**src/pkg/charger_alert_consts.svh**
```systemverilog
// command codes, field positions, reset values and counts for the charger alert logic
`ifndef CHARGER_ALERT_CONSTS_SVH
`define CHARGER_ALERT_CONSTS_SVH

// widths of the register port and of the fields
`define CMD_W 8
`define DATA_W 16
`define PHASE_W 13
`define LOOP_W 6
`define CAP_W 5

// command codes of the registers
`define CMD_PHASE_EN 8'h0E
`define CMD_LOOP_EN 8'h0F
`define CMD_HEAT_BEGIN 8'h10
`define CMD_HEAT_END 8'h11

// reset values (begin 120 C, end 125 C in die temperature units)
`define PHASE_EN_RESET 13'h0000
`define LOOP_EN_RESET 6'h00
`define HEAT_BEGIN_RESET 16'h45E9
`define HEAT_END_RESET 16'h46D2

// implemented bits of the phase enable register; the rest read zero
`define PHASE_EN_MASK 13'h1F43

// phase enable bit positions
`define BIT_DETECT_FAIL 12
`define BIT_DETECTING 11
`define BIT_EQUALIZE 10
`define BIT_ABSORB 9
`define BIT_SUSPENDED 8
`define BIT_MAIN_PHASE 6
`define BIT_BAT_MISSING 1
`define BIT_BAT_SHORT 0

// loop enable bit positions
`define BIT_ILIM 5
`define BIT_THERMAL 4
`define BIT_UVCL 3
`define BIT_IIN_LIMIT 2
`define BIT_CC 1
`define BIT_CV 0

// charge-current cap scale and ramp divider sizing
`define CAP_FULL 5'h1F
`define CAP_ZERO 5'h00
`define RAMP_DIFF_W 17
`define RAMP_NUM_W 22
`define RAMP_STEP_W 3
`define RAMP_TOP_STEP 3'h4
`define RAMP_LAST_STEP 3'h0

`endif

```
**src/pkg/charger_alert_pkg.sv**
```systemverilog
// types shared by the charger alert logic and its thermal ramp
package charger_alert_pkg;
`include "charger_alert_consts.svh"

  // ramp divider sequence
  typedef enum logic {RAMP_IDLE, RAMP_DIVIDE} ramp_phase_type;

  // whole state of the thermal ramp
  typedef struct packed {
    ramp_phase_type phase;
    logic [`RAMP_STEP_W-1:0] step;
    logic [`RAMP_NUM_W-1:0] rem;
    logic [`RAMP_NUM_W-1:0] den;
    logic [`CAP_W-1:0] quot;
    logic [`CAP_W-1:0] cap;
    logic active;
  } ramp_state_type;

  // whole state of the alert block
  typedef struct packed {
    logic [`PHASE_W-1:0] phase_en;
    logic [`LOOP_W-1:0] loop_en;
    logic [`DATA_W-1:0] heat_begin;
    logic [`DATA_W-1:0] heat_end;
    logic [`PHASE_W-1:0] phase_prev;
    logic [`PHASE_W-1:0] pending;
    logic [`DATA_W-1:0] rd_data;
    logic rd_valid;
    logic alert;
    logic prohibit;
    logic [`CAP_W-1:0] cap;
    logic throttling;
  } alert_state_type;

endpackage

```
**src/verilog/charger_alert_enable_logic.sv**
```systemverilog
// alert enable registers, event capture and alert output of the charger
//
// Overview of operation
// - phase enable register at 0x0E, bits 12:0, cleared at reset.
// - bit 12 alerts when detection testing cannot source battery power.
// - bit 11 alerts on entry to battery detection testing.
// - bit 10 alerts when the equalize phase begins.
// - bit 9 alerts when the absorb phase begins.
// - bit 8 alerts when charging stops on a host suspend request.
// - bit 6 alerts at onset of the constant current/voltage phase.
// - bit 1 alerts on a missing battery; charging is then prohibited.
// - bit 0 alerts on a shorted battery; charging is then prohibited.
// - loop enable register at 0x0F, bits 5:0, cleared at reset.
// - loop bit 5 alerts while the safety current limit is active.
// - loop bit 4 alerts while thermal throttling cuts charge current.
// - loop bit 3 alerts while input undervoltage regulation controls.
// - loop bit 2 alerts while input current regulation controls.
// - loop bit 1 alerts while constant current regulation controls.
// - loop bit 0 alerts while constant voltage regulation controls.
// - signed throttle start temperature at 0x10, reset 17897.
// - setpoint cap falls linearly from 31 to 0 between start and end.
// - signed throttle end temperature at 0x11, reset 18130.
`timescale 1ns/100ps
`default_nettype none
`include "charger_alert_consts.svh"
module charger_alert_enable_logic
(
  input wire logic clk_i,                             // system clock, 50 MHz
  input wire logic rst_n_i,                           // async reset, active low
  // register port, addressed by command code
  input wire logic [`CMD_W-1:0] cmd_code_i,           // command code
  input wire logic wr_stb_i,                          // write strobe, one cycle
  input wire logic [`DATA_W-1:0] wr_data_i,           // write data
  input wire logic rd_stb_i,                          // read strobe, one cycle
  output logic [`DATA_W-1:0] rd_data_o,               // read data
  output logic rd_valid_o,                            // read data valid pulse
  // charger phase indications, levels
  input wire logic detect_failed_i,                   // detection cannot source power
  input wire logic detecting_i,                       // detection testing running
  input wire logic equalize_i,                        // equalize phase
  input wire logic absorb_i,                          // absorb phase
  input wire logic suspended_i,                       // charging suspended by host
  input wire logic main_phase_i,                      // constant current/voltage phase
  input wire logic bat_missing_i,                     // no battery found
  input wire logic bat_short_i,                       // shorted battery found
  // regulation loop indications, levels
  input wire logic ilim_active_i,                     // safety current limit or dropout
  input wire logic uvcl_active_i,                     // input undervoltage loop
  input wire logic iin_limit_active_i,                // input current loop
  input wire logic cc_active_i,                       // constant current loop
  input wire logic cv_active_i,                       // constant voltage loop
  // alert handshake and thermal input
  input wire logic alert_ack_i,                       // alert response, clears pending
  input wire logic [`DATA_W-1:0] die_temp_i,          // signed die temperature
  // outputs
  output logic alert_o,                               // open-drain data, always low
  output logic alert_oe_o,                            // high while alert pulled low
  output logic [`PHASE_W-1:0] phase_pending_o,        // latched phase events
  output logic charge_prohibit_o,                     // charging prohibited
  output logic [`CAP_W-1:0] charge_cap_o,             // charge setpoint cap
  output logic throttling_o                           // thermal throttle active
);
  import charger_alert_pkg::*;

  alert_state_type s_reg;
  alert_state_type s_next;
  logic [`PHASE_W-1:0] phase_lvl;
  logic [`PHASE_W-1:0] phase_rise;
  logic [`LOOP_W-1:0] loop_lvl;
  logic [`CAP_W-1:0] ramp_cap;
  logic ramp_active;
  logic wr_phase;
  logic wr_loop;
  logic wr_begin;
  logic wr_end;

  // match a command code against one register
  function automatic logic cmd_hit(input logic [`CMD_W-1:0] code,
                                   input logic [`CMD_W-1:0] target);
    cmd_hit = (code == target);
  endfunction

  // write decode
  assign wr_phase = wr_stb_i && cmd_hit(cmd_code_i, `CMD_PHASE_EN);
  assign wr_loop = wr_stb_i && cmd_hit(cmd_code_i, `CMD_LOOP_EN);
  assign wr_begin = wr_stb_i && cmd_hit(cmd_code_i, `CMD_HEAT_BEGIN);
  assign wr_end = wr_stb_i && cmd_hit(cmd_code_i, `CMD_HEAT_END);

  // phase indications gathered at their enable bit positions;
  // unused positions stay low so they can never latch
  always_comb
  begin
    phase_lvl = '0;
    phase_lvl[`BIT_DETECT_FAIL] = detect_failed_i;
    phase_lvl[`BIT_DETECTING] = detecting_i;
    phase_lvl[`BIT_EQUALIZE] = equalize_i;
    phase_lvl[`BIT_ABSORB] = absorb_i;
    phase_lvl[`BIT_SUSPENDED] = suspended_i;
    phase_lvl[`BIT_MAIN_PHASE] = main_phase_i;
    phase_lvl[`BIT_BAT_MISSING] = bat_missing_i;
    phase_lvl[`BIT_BAT_SHORT] = bat_short_i;
  end

  // loop indications; thermal comes from the ramp, not a pin
  always_comb
  begin
    loop_lvl = '0;
    loop_lvl[`BIT_ILIM] = ilim_active_i;
    loop_lvl[`BIT_THERMAL] = ramp_active;
    loop_lvl[`BIT_UVCL] = uvcl_active_i;
    loop_lvl[`BIT_IIN_LIMIT] = iin_limit_active_i;
    loop_lvl[`BIT_CC] = cc_active_i;
    loop_lvl[`BIT_CV] = cv_active_i;
  end

  // phase alerts fire on entry into a phase, so each bit is edge detected
  // against the level seen one clock earlier
  genvar gi;
  generate
    for (gi = 0; gi < `PHASE_W; gi = gi + 1)
    begin : g_rise
      assign phase_rise[gi] = phase_lvl[gi] && !s_reg.phase_prev[gi];
    end
  endgenerate

  // thermal ramp on the two temperature registers
  thermal_ramp u_ramp
  (
    .clk_i(clk_i),
    .rst_n_i(rst_n_i),
    .die_temp_i(die_temp_i),
    .begin_i(s_reg.heat_begin),
    .end_i(s_reg.heat_end),
    .cap_o(ramp_cap),
    .active_o(ramp_active)
  );

  // next state of the whole block
  always_comb
  begin
    s_next = s_reg;
    s_next.rd_valid = 1'b0;
    s_next.phase_prev = phase_lvl;

    if (wr_phase)
    begin
      s_next.phase_en = wr_data_i[`PHASE_W-1:0] & `PHASE_EN_MASK;
    end

    if (wr_loop)
    begin
      s_next.loop_en = wr_data_i[`LOOP_W-1:0];
    end

    if (wr_begin)
    begin
      s_next.heat_begin = wr_data_i;
    end

    if (wr_end)
    begin
      s_next.heat_end = wr_data_i;
    end

    // readback; an unknown command code answers zero
    if (rd_stb_i)
    begin
      s_next.rd_valid = 1'b1;
      s_next.rd_data = '0;
      if (cmd_hit(cmd_code_i, `CMD_PHASE_EN))
      begin
        s_next.rd_data[`PHASE_W-1:0] = s_reg.phase_en;
      end
      else if (cmd_hit(cmd_code_i, `CMD_LOOP_EN))
      begin
        s_next.rd_data[`LOOP_W-1:0] = s_reg.loop_en;
      end
      else if (cmd_hit(cmd_code_i, `CMD_HEAT_BEGIN))
      begin
        s_next.rd_data = s_reg.heat_begin;
      end
      else if (cmd_hit(cmd_code_i, `CMD_HEAT_END))
      begin
        s_next.rd_data = s_reg.heat_end;
      end
    end

    // pending phase events: the acknowledge clears them, but an entry seen
    // in the same cycle is ORed in after, so the set wins over the clear
    // detection failure latched
    if (alert_ack_i)
    begin
      s_next.pending = '0;
    end
    s_next.pending = s_next.pending | phase_rise;

    s_next.prohibit = bat_missing_i || bat_short_i;

    // latched events are gated by their enables at the output rather than
    // at capture, so enabling a bit later still reports an earlier entry
    // loop events are plain levels: they alert only while present
    // safety limit level
    s_next.alert = |(s_reg.pending & s_reg.phase_en) ||
                   |(loop_lvl & s_reg.loop_en);

    s_next.cap = ramp_cap;
    s_next.throttling = ramp_active;
  end

  // state register; enables clear and temperatures take their defaults
  always_ff @(posedge clk_i or negedge rst_n_i)
  begin
    if (!rst_n_i)
    begin
      s_reg <= '0;
      s_reg.phase_en <= `PHASE_EN_RESET;
      s_reg.loop_en <= `LOOP_EN_RESET;
      s_reg.heat_begin <= `HEAT_BEGIN_RESET;
      s_reg.heat_end <= `HEAT_END_RESET;
      s_reg.cap <= `CAP_FULL;
    end
    else
    begin
      s_reg <= s_next;
    end
  end

  // outputs straight from the state register; the alert pin is open
  // drain, so its data is always low and only the enable moves
  assign rd_data_o = s_reg.rd_data;
  assign rd_valid_o = s_reg.rd_valid;
  assign alert_o = 1'b0;
  assign alert_oe_o = s_reg.alert;
  assign phase_pending_o = s_reg.pending;
  assign charge_prohibit_o = s_reg.prohibit;
  assign charge_cap_o = s_reg.cap;
  assign throttling_o = s_reg.throttling;
endmodule
`default_nettype wire

```
**src/verilog/thermal_ramp.sv**
```systemverilog
// thermal throttle: caps the charge-current setpoint on a linear ramp
`timescale 1ns/100ps
`default_nettype none
`include "charger_alert_consts.svh"
module thermal_ramp
  import charger_alert_pkg::*;
(
  input wire logic clk_i,                         // system clock
  input wire logic rst_n_i,                       // async reset, active low
  input wire logic [`DATA_W-1:0] die_temp_i,      // signed die temperature
  input wire logic [`DATA_W-1:0] begin_i,         // signed ramp start
  input wire logic [`DATA_W-1:0] end_i,           // signed ramp end
  output logic [`CAP_W-1:0] cap_o,                // current setpoint cap
  output logic active_o                           // cap below full scale
);
  ramp_state_type s_reg;
  ramp_state_type s_next;
  logic [`RAMP_DIFF_W-1:0] diff;
  logic [`RAMP_DIFF_W-1:0] span;
  logic [`RAMP_NUM_W-1:0] diff_w;
  logic [`RAMP_NUM_W-1:0] trial;

  // sign-extended distances; span may be negative on a bad setting
  assign diff = {die_temp_i[`DATA_W-1], die_temp_i} - {begin_i[`DATA_W-1], begin_i};
  assign span = {end_i[`DATA_W-1], end_i} - {begin_i[`DATA_W-1], begin_i};
  assign diff_w = {{(`RAMP_NUM_W-`RAMP_DIFF_W){1'b0}}, diff};
  assign trial = s_reg.den << s_reg.step;

  // restoring division for five quotient bits: the quotient never passes
  // full scale, so five steps replace a wide combinational divider
  always_comb
  begin
    s_next = s_reg;
    case (s_reg.phase)
      RAMP_IDLE:
      begin
        if ($signed(die_temp_i) <= $signed(begin_i))
        begin
          s_next.cap = `CAP_FULL;
          s_next.active = 1'b0;
        end
        else if ($signed(die_temp_i) >= $signed(end_i) || $signed(span) <= 0)
        begin
          s_next.cap = `CAP_ZERO;
          s_next.active = 1'b1;
        end
        else
        begin
          s_next.rem = (diff_w << 5) - diff_w;
          s_next.den = {{(`RAMP_NUM_W-`RAMP_DIFF_W){1'b0}}, span};
          s_next.quot = `CAP_ZERO;
          s_next.step = `RAMP_TOP_STEP;
          s_next.phase = RAMP_DIVIDE;
        end
      end
      RAMP_DIVIDE:
      begin
        if (s_reg.rem >= trial)
        begin
          s_next.rem = s_reg.rem - trial;
          s_next.quot[s_reg.step] = 1'b1;
        end
        if (s_reg.step == `RAMP_LAST_STEP)
        begin
          s_next.cap = `CAP_FULL - s_next.quot;
          // a rise below one step leaves full scale, which is not a cut
          s_next.active = (s_next.quot != `CAP_ZERO);
          s_next.phase = RAMP_IDLE;
        end
        else
        begin
          s_next.step = s_reg.step - 1'b1;
        end
      end
      default:
      begin
        s_next.phase = RAMP_IDLE;
      end
    endcase
  end

  // state register; cap starts at full scale
  always_ff @(posedge clk_i or negedge rst_n_i)
  begin
    if (!rst_n_i)
    begin
      s_reg <= '0;
      s_reg.cap <= `CAP_FULL;
    end
    else
    begin
      s_reg <= s_next;
    end
  end

  assign cap_o = s_reg.cap;
  assign active_o = s_reg.active;
endmodule
`default_nettype wire

```
**config.mk**
```make
export PLATFORM = sky130hd
export DESIGN_NAME = charger_alert_enable_logic
export DESIGN_NICKNAME = d
export VERILOG_FILES = /design/src/pkg/charger_alert_pkg.sv /design/src/verilog/charger_alert_enable_logic.sv /design/src/verilog/thermal_ramp.sv
export VERILOG_INCLUDE_DIRS = /design/src /design/src/pkg
export SDC_FILE = /design/constraint.sdc
export NUM_CORES = 1
export LEC_CHECK = 0
export BUFFER_PORTS_ARGS = -buffer_cell sky130_fd_sc_hd__buf_2
export CAP_MARGIN = 15
export CORE_MARGIN = 3
export CORE_UTILIZATION = 37
export CTS_BUF_LIST = sky130_fd_sc_hd__clkbuf_8 sky130_fd_sc_hd__clkbuf_16
export DETAILED_ROUTE_END_ITERATION = 8
export PLACE_DENSITY = 0.58
export REMOVE_ABC_BUFFERS = 1
export SYNTH_ARGS = -nofsm -noshare
export SYNTH_HDL_FRONTEND = slang
export SYNTH_SLANG_ARGS = --single-unit
```
**constraint.sdc**
```tcl
create_clock -name clk_i -period 5 [get_ports clk_i]
set_clock_uncertainty 0.15 [all_clocks]
set_input_delay 0.5 -clock clk_i [delete_from_list [all_inputs] [get_ports clk_i]]
set_output_delay 0.5 -clock clk_i [all_outputs]
set_load 0.05 [all_outputs]
```
**Word-level counts from Yosys, hierarchy flattened**

Index checks and enable logic that the tools add are counted.

- Register bits: 146
- Latch bits: 0
- Memory bits (writable): 0
- Bits in read-only memories: 0
- Bits of input ports: 58
- Word-level logic and storage cells: 104
- Memories: 0

- Add/subtract/negate cells: 6
- Multipliers: 0
- Div/mod/pow operators: 0
- $lt $le $gt $ge: 6
- Equality and inequality tests: 10
- Shift operators: 1
- Mux-type cells: 22
- Bitwise operators: 7
- Reductions and logical operators: 33

Operators by type and width:

| cell | number |
|---|---|
| 53-bit 2-to-1 mux | 2 |
| 26-bit one-hot mux with 2 select lines | 1 |
| 16-bit by 16-bit subtractor with 17-bit output | 2 |
| 16-bit 2-to-1 mux | 2 |
| 13-bit 2-to-1 mux | 2 |
| 6-bit 2-to-1 mux | 4 |
| 22-bit greater-or-equal comparator | 1 |
| 22-bit 2-to-1 mux | 1 |
| 11-bit one-hot mux with 2 select lines | 1 |
| 17-bit by 3-bit left shift with 22-bit output | 1 |
| 22-bit by 17-bit subtractor with 22-bit output | 1 |
| 22-bit subtractor | 1 |
| 17-bit by 1-bit less-or-equal comparator with 1-bit output, second input constant | 1 |
| 8-bit by 4-bit equality test with 1-bit output, second input constant | 2 |
| 8-bit by 5-bit equality test with 1-bit output, second input constant | 2 |
| 16-bit greater-or-equal comparator | 1 |
| 16-bit less-or-equal comparator | 1 |
| 13-bit bitwise AND | 1 |
| 1-bit logical AND | 13 |
| 13-bit OR | 1 |
| 13-bit OR reduction | 1 |
| 10-bit 2-to-1 mux | 1 |
| 5-bit 2-to-1 mux | 2 |
| 2-bit != test, second input constant | 5 |
| 18 further kinds | 35 |

**Logic depth before layout (Yosys ltp)**

- Depth in word-level cells: 10
- Mapped depth: 20
- Depth with buffers taken out: 18

**Modules after synthesis**

From an unflattened synthesis, not the netlist that was laid out.

- Cell total of the unflattened synthesis: 1171
- Area total of the unflattened synthesis: 11260.8 sq um

By module, submodules not included:

| module | times used | cells each | area an instance (sq um) | seq. area each (sq um) |
|---|---|---|---|---|
| thermal_ramp | 1 | 886 | 7448.4 | 1357.6 |
| charger_alert_enable_logic | 1 | 285 | 3812.4 | 2202.1 |

**Worst setup path after synthesis**

Ideal clock, no wire load.

- Path kind: register to register
- From: register u_ramp.s_reg[55] (netlist name)
- To: register u_ramp.s_reg[35] (netlist name)
- Library setup time: 91 ps
- Data arrival time: 4045 ps
- Setup slack: 715 ps
- Stages on the path, launching flop included: 21
- Path buffers: 5
- Cell sequence: dfrtp_1 clkbuf_1 buf_1 clkbuf_1 nand2_1 o22ai_1 nand2_1 ha_1 nor2b_1 o21ai_0 nand2b_1 a21oi_1 o211ai_1 nor4_1 o21ai_1 and2_0 buf_2 a21oi_2 buf_2 nand2_1 o221ai_1

- Cells in the longest elaborated chain, start to end: 4
- Elaborated cells between the ends (all ways): 7
- Classes of those cells: 1 x add/sub; 1 x order compare; 1 x eq/ne; 1 x shift; 2 x mux; 1 x reduce/logical

Ends and longest elaborated chain:

| what | line | source |
|---|---|---|
| start, declared | thermal_ramp.sv:16 | `ramp_state_type s_reg;` |
| start signal, assigned | thermal_ramp.sv:92 | `s_reg <= s_next;` |
| 17-bit by 3-bit left shift with 22-bit output * | thermal_ramp.sv:27 | `assign trial = s_reg.den << s_reg.step;` |
| 22-bit subtractor or 22-bit greater-or-equal comparator (tied branches) | thermal_ramp.sv:60, thermal_ramp.sv:58 |  |
| 22-bit 2-to-1 mux or 2-bit != test (tied branches) | n/a |  |
| 26-bit one-hot mux with 2 select lines or 3-bit AND reduction (tied branches) | n/a |  |

Mark *: on every way between the ends. The rest lies on a longest branch, timed or not. The select of a mux whose other input is x is not followed.
A chain may end at the register's enable or synchronous reset.

**Worst setup path in the final report**

- From: register s_reg[68] (netlist name)
- To: register u_ramp.s_reg[50] (netlist name)

- Cells in the longest elaborated chain, start to end: 5
- Elaborated cells between the ends (all ways): 12
- Classes of those cells: 3 x add/sub; 2 x order compare; 2 x eq/ne; 3 x mux; 2 x reduce/logical

Ends and longest elaborated chain:

| what | line | source |
|---|---|---|
| start, declared | charger_alert_enable_logic.sv:65 | `alert_state_type s_reg;` |
| start signal, assigned | charger_alert_enable_logic.sv:224 | `s_reg <= s_next;` |
| 16-bit by 16-bit subtractor with 17-bit output (on tied branches) | thermal_ramp.sv:24, thermal_ramp.sv:25 |  |
| 22-bit by 17-bit subtractor with 22-bit output or 17-bit by 1-bit less-or-equal comparator with 1-bit output (tied branches) | thermal_ramp.sv:49, thermal_ramp.sv:42 |  |
| 53-bit 2-to-1 mux or 1-bit logical OR (tied branches) | thermal_ramp.sv:42 | `else if ($signed(die_temp_i) >= $signed(end_i) \|\| $signed(span) <= 0)` |
| 53-bit 2-to-1 mux or 2-bit != test (tied branches) | n/a |  |
| 26-bit one-hot mux with 2 select lines or 3-bit AND reduction (tied branches) | n/a |  |

Parallel ways exist; a longest one is shown, timed or not. The select of a mux whose other input is x is not followed.

==> results.json <==
{
  "cts_max_level": 4,
  "crit_chain": "inv_1, ha_1, and2b_1, o211ai_2, a21oi_1, a21oi_1, a21oi_1, inv_1, ha_1, nand4_1, o31ai_1, a31oi_2, o311ai_2, a21oi_2, a221oi_2, a21oi_1, xnor2_1, mux2i_1",
  "reg2reg_depth": 18,
  "synth_common_cells": "dfrtp_1 (116), inv_1 (95), nand2_1 (95)",
  "r2r_end": "u_ramp.s_reg[50]$_DFFE_PN0P_",
  "drt_iter0_drc": 532,
  "max_slew_margin_pct": 36.9,
  "routed-via-count": 8773,
  "cts_root_buffer": "clkbuf_16",
  "core_um2": 28900,
  "drc_errors": 0,
  "ir_drop_v": 0.000284,
  "min_path_cells": 1,
  "timing_hold_violations_final": 0,
  "finalMaxSlewViolations": 0,
  "largest_reg_flops": 54,
  "fin_util_pct": 42.0,
  "crit_path_max_fanout": 5,
  "worst_path_max_delay_cell": "dfrtp_1",
  "fp.dieW_um": 178,
  "antenna_left": 0,
  "antenna_found_initial": 1,
  "r2r_slack_ns": 0.42,
  "ys_warn_count": 0,
  "cts_tree": "built",
  "rows": 62,
  "synth.yosys.seq_area_share_pct": 32.7,
  "worstHoldEndpoint": "s_reg[38]$_DFF_PN0_",
  "min_from": "bat_short_i",
  "totalWireLength_um": 28600,
  "syn_area_per_cell_um2": 9.25,
  "wl_per_cell_um": 17.7,
  "start_kind": "flip-flop",
  "clkLatencyLatePin_ns": 0.44,
  "synth_seq_cells": 141,
  "arrival_ns": 4.73,
  "critPathRequiredTime_ns": 5.15,
  "grt_max_degree": 76,
  "path_clk_slew_ns": 0.07,
  "path_common_cell": "a21oi_1",
  "cts_buffer_depth": 2,
  "power.density_nw_per_um2": 601,
  "post-route-period-util_pct": 91.5,
  "nets": 1371,
  "die_y_um": 178,
  "io_buffers": 90,
  "tns_ns": 0,
  "holdCritPathClass": "in -> reg",
  "r2r-start": "s_reg[68]$_DFFE_PN0P_",
  "synth_area_leader_cell": "dfrtp_1",
  "drive_gt1_share_pct": 21.7,
  "synth.most_common_cell": "dfrtp_1",
  "grt_pass1_wl_um": 46600,
  "synth-async-reset-ratio_pct": 100,
  "syn_to_final_growth_pct": 11.3,
  "maxCapViolations": 0,
  "dp_hpwl_um": 22500,
  "synth-edff-count": 0,
  "cts_buffers": 17,
  "ios": 97,
  "fin_crit_ns": 4.58,
  "ys.flop_type": "dfrtp_1",
  "max_freq_mhz": 218,
  "finalSetupViolations": 0,
  "endpoint_kind": "flip-flop",
  "netlist.area_leader.share_pct": 26.7,
  "globalRouteTotalUtil_pct": 18.6,
  "synth_cell_types": 99,
  "worst_pin_slew_ns": 0.943,
  "outcome": "finished, final reports clean",
  "die-area_um2": 31500,
  "initial_core_util_pct": 37.7,
  "synth.area.top_cells": "dfrtp_1 (27%), ha_1 (9.8%), mux2_2 (6.2%), dfstp_2 (6.0%), inv_1 (3.3%)",
  "viasPerCell": 5.41,
  "n_antenna_cell": 0,
  "clock-sinks": 141,
  "gp_congestion": 0.864,
  "gr-total-overflow": 0,
  "rsz0062_at_grt": "false",
  "critical_path_class": "reg -> reg",
  "drtPass1Iterations": 5,
  "critPathMaxStageDelay_ns": 0.50,
  "syn-instance-count": 1177,
  "leakage_nw": 5.50,
  "syn_area_um2": 10900,
  "grt_pass1_vias": 8763
}
layout make-up:
type | instances | area (um^2)
inverter | 96 | 360
multi-input combinational | 866 | 6530
fill | 2913 | 16700
clock inverter | 15 | 200
tap | 384 | 480
timing repair buffer | 103 | 557
clock buffer | 17 | 425
sequential | 141 | 3560
stage by stage:
step           area [um^2]  cells  setup WS (ns)  power, W  hold slack [ns]
3_3_place_gp         11500   1589          0.463   0.00584            0.209
2_1_floorplan        10400   1103          0.780   0.00482           0.0544
4_1_cts              12100   1622          0.437   0.00728           0.0127
6_report             12100   1622          0.423   0.00728           0.0288
3_5_place_dp         11500   1589          0.397   0.00587            0.209
5_1_grt              12100   1622        0.00186   0.00786           0.0110
logic make-up after synthesis:
| logic type | after synthesis | share of synthesized area [%] |
|---|---|---|
| xor gates and xnor gates | 57 | 4.86 |
| DFF | 141 | 32.7 |
| and+or+nand+nor | 304 | 13.9 |
| muxes | 91 | 9.68 |
| buffers and inverters | 175 | 7.51 |
| other | 1 | 0.0345 |
| AOI/OAI and AO/OA | 320 | 21.0 |
| adders and majority gates | 88 | 10.3 |
cell usage in the layout (no fill, tap or decap), types with 30 or more instances in the layout:
cell type  netlist  routed
o21ai_0         56      56
buf_2            6      89
nand2_1         95      95
nand3_1         30      30
dfrtp_1        116     116
mux2_2          60      60
ha_1            85      85
nor2_1          62      62
xnor2_1         35      35
inv_1           95      96
a21oi_1         60      60
where the power goes:
| group | switching [W] | internal [W] | total (W) |
|---|---|---|---|
| logic | 0.00244 | 0.00180 | 0.00424 |
| registers | 0.000222 | 0.00145 | 0.00167 |
| clock network | 0.000565 | 0.000806 | 0.00137 |
| total | 0.00322 | 0.00406 | 0.00728 |
metal layers:
layer  track usage [%]  share of wire [%]  vias up  wire length, um
met5                 0              0.070        -               20
met4              4.94                1.8        2              509
met3              4.02                4.1       30             1160
met2              30.5                 47      179            13500
met1              24.8                 47     4235            13500
li1                  -                  -     4327                -
what timing repair did:
action / CTS / global route
setup buffers: 0 / 0
resized for setup: 0 / 0
hold buffers: 1 / 0
endpoints found under the hold margin: 26 / 0
critical path, delay by kind of cell (launching register included):
| kind | cells | cell delay (ns) |
|---|---|---|
| buf+inv | 2 | 0.20 |
| simple gates | 2 | 0.31 |
| flops | 1 | 0.50 |
| fa+ha+maj | 2 | 0.67 |
| mux | 1 | 0.09 |
| compound gates | 10 | 2.39 |
| xor+xnor | 1 | 0.15 |
worst max path at each step:
| stage | start | to | slack [ns] | depth (start not counted) |
|---|---|---|---|---|
| 6_report | s_reg[68]$_DFFE_PN0P_ | u_ramp.s_reg[50]$_DFFE_PN0P_ | 0.42 | 18 |
| 3_3_place_gp | die_temp_i[0] | u_ramp.s_reg[52]$_DFFE_PN0P_ | 0.46 | 17 |
| 3_5_place_dp | die_temp_i[0] | u_ramp.s_reg[52]$_DFFE_PN0P_ | 0.40 | 17 |
| 2_1_floorplan | u_ramp.s_reg[55]$_DFFE_PN0P_ | u_ramp.s_reg[49]$_DFFE_PN0P_ | 0.78 | 15 |
| 5_1_grt | s_reg[68]$_DFFE_PN0P_ | u_ramp.s_reg[50]$_DFFE_PN0P_ | 0.002 | 18 |
| 4_1_cts | s_reg[68]$_DFFE_PN0P_ | u_ramp.s_reg[50]$_DFFE_PN0P_ | 0.44 | 18 |
Power figures use the tool's default switching activity.
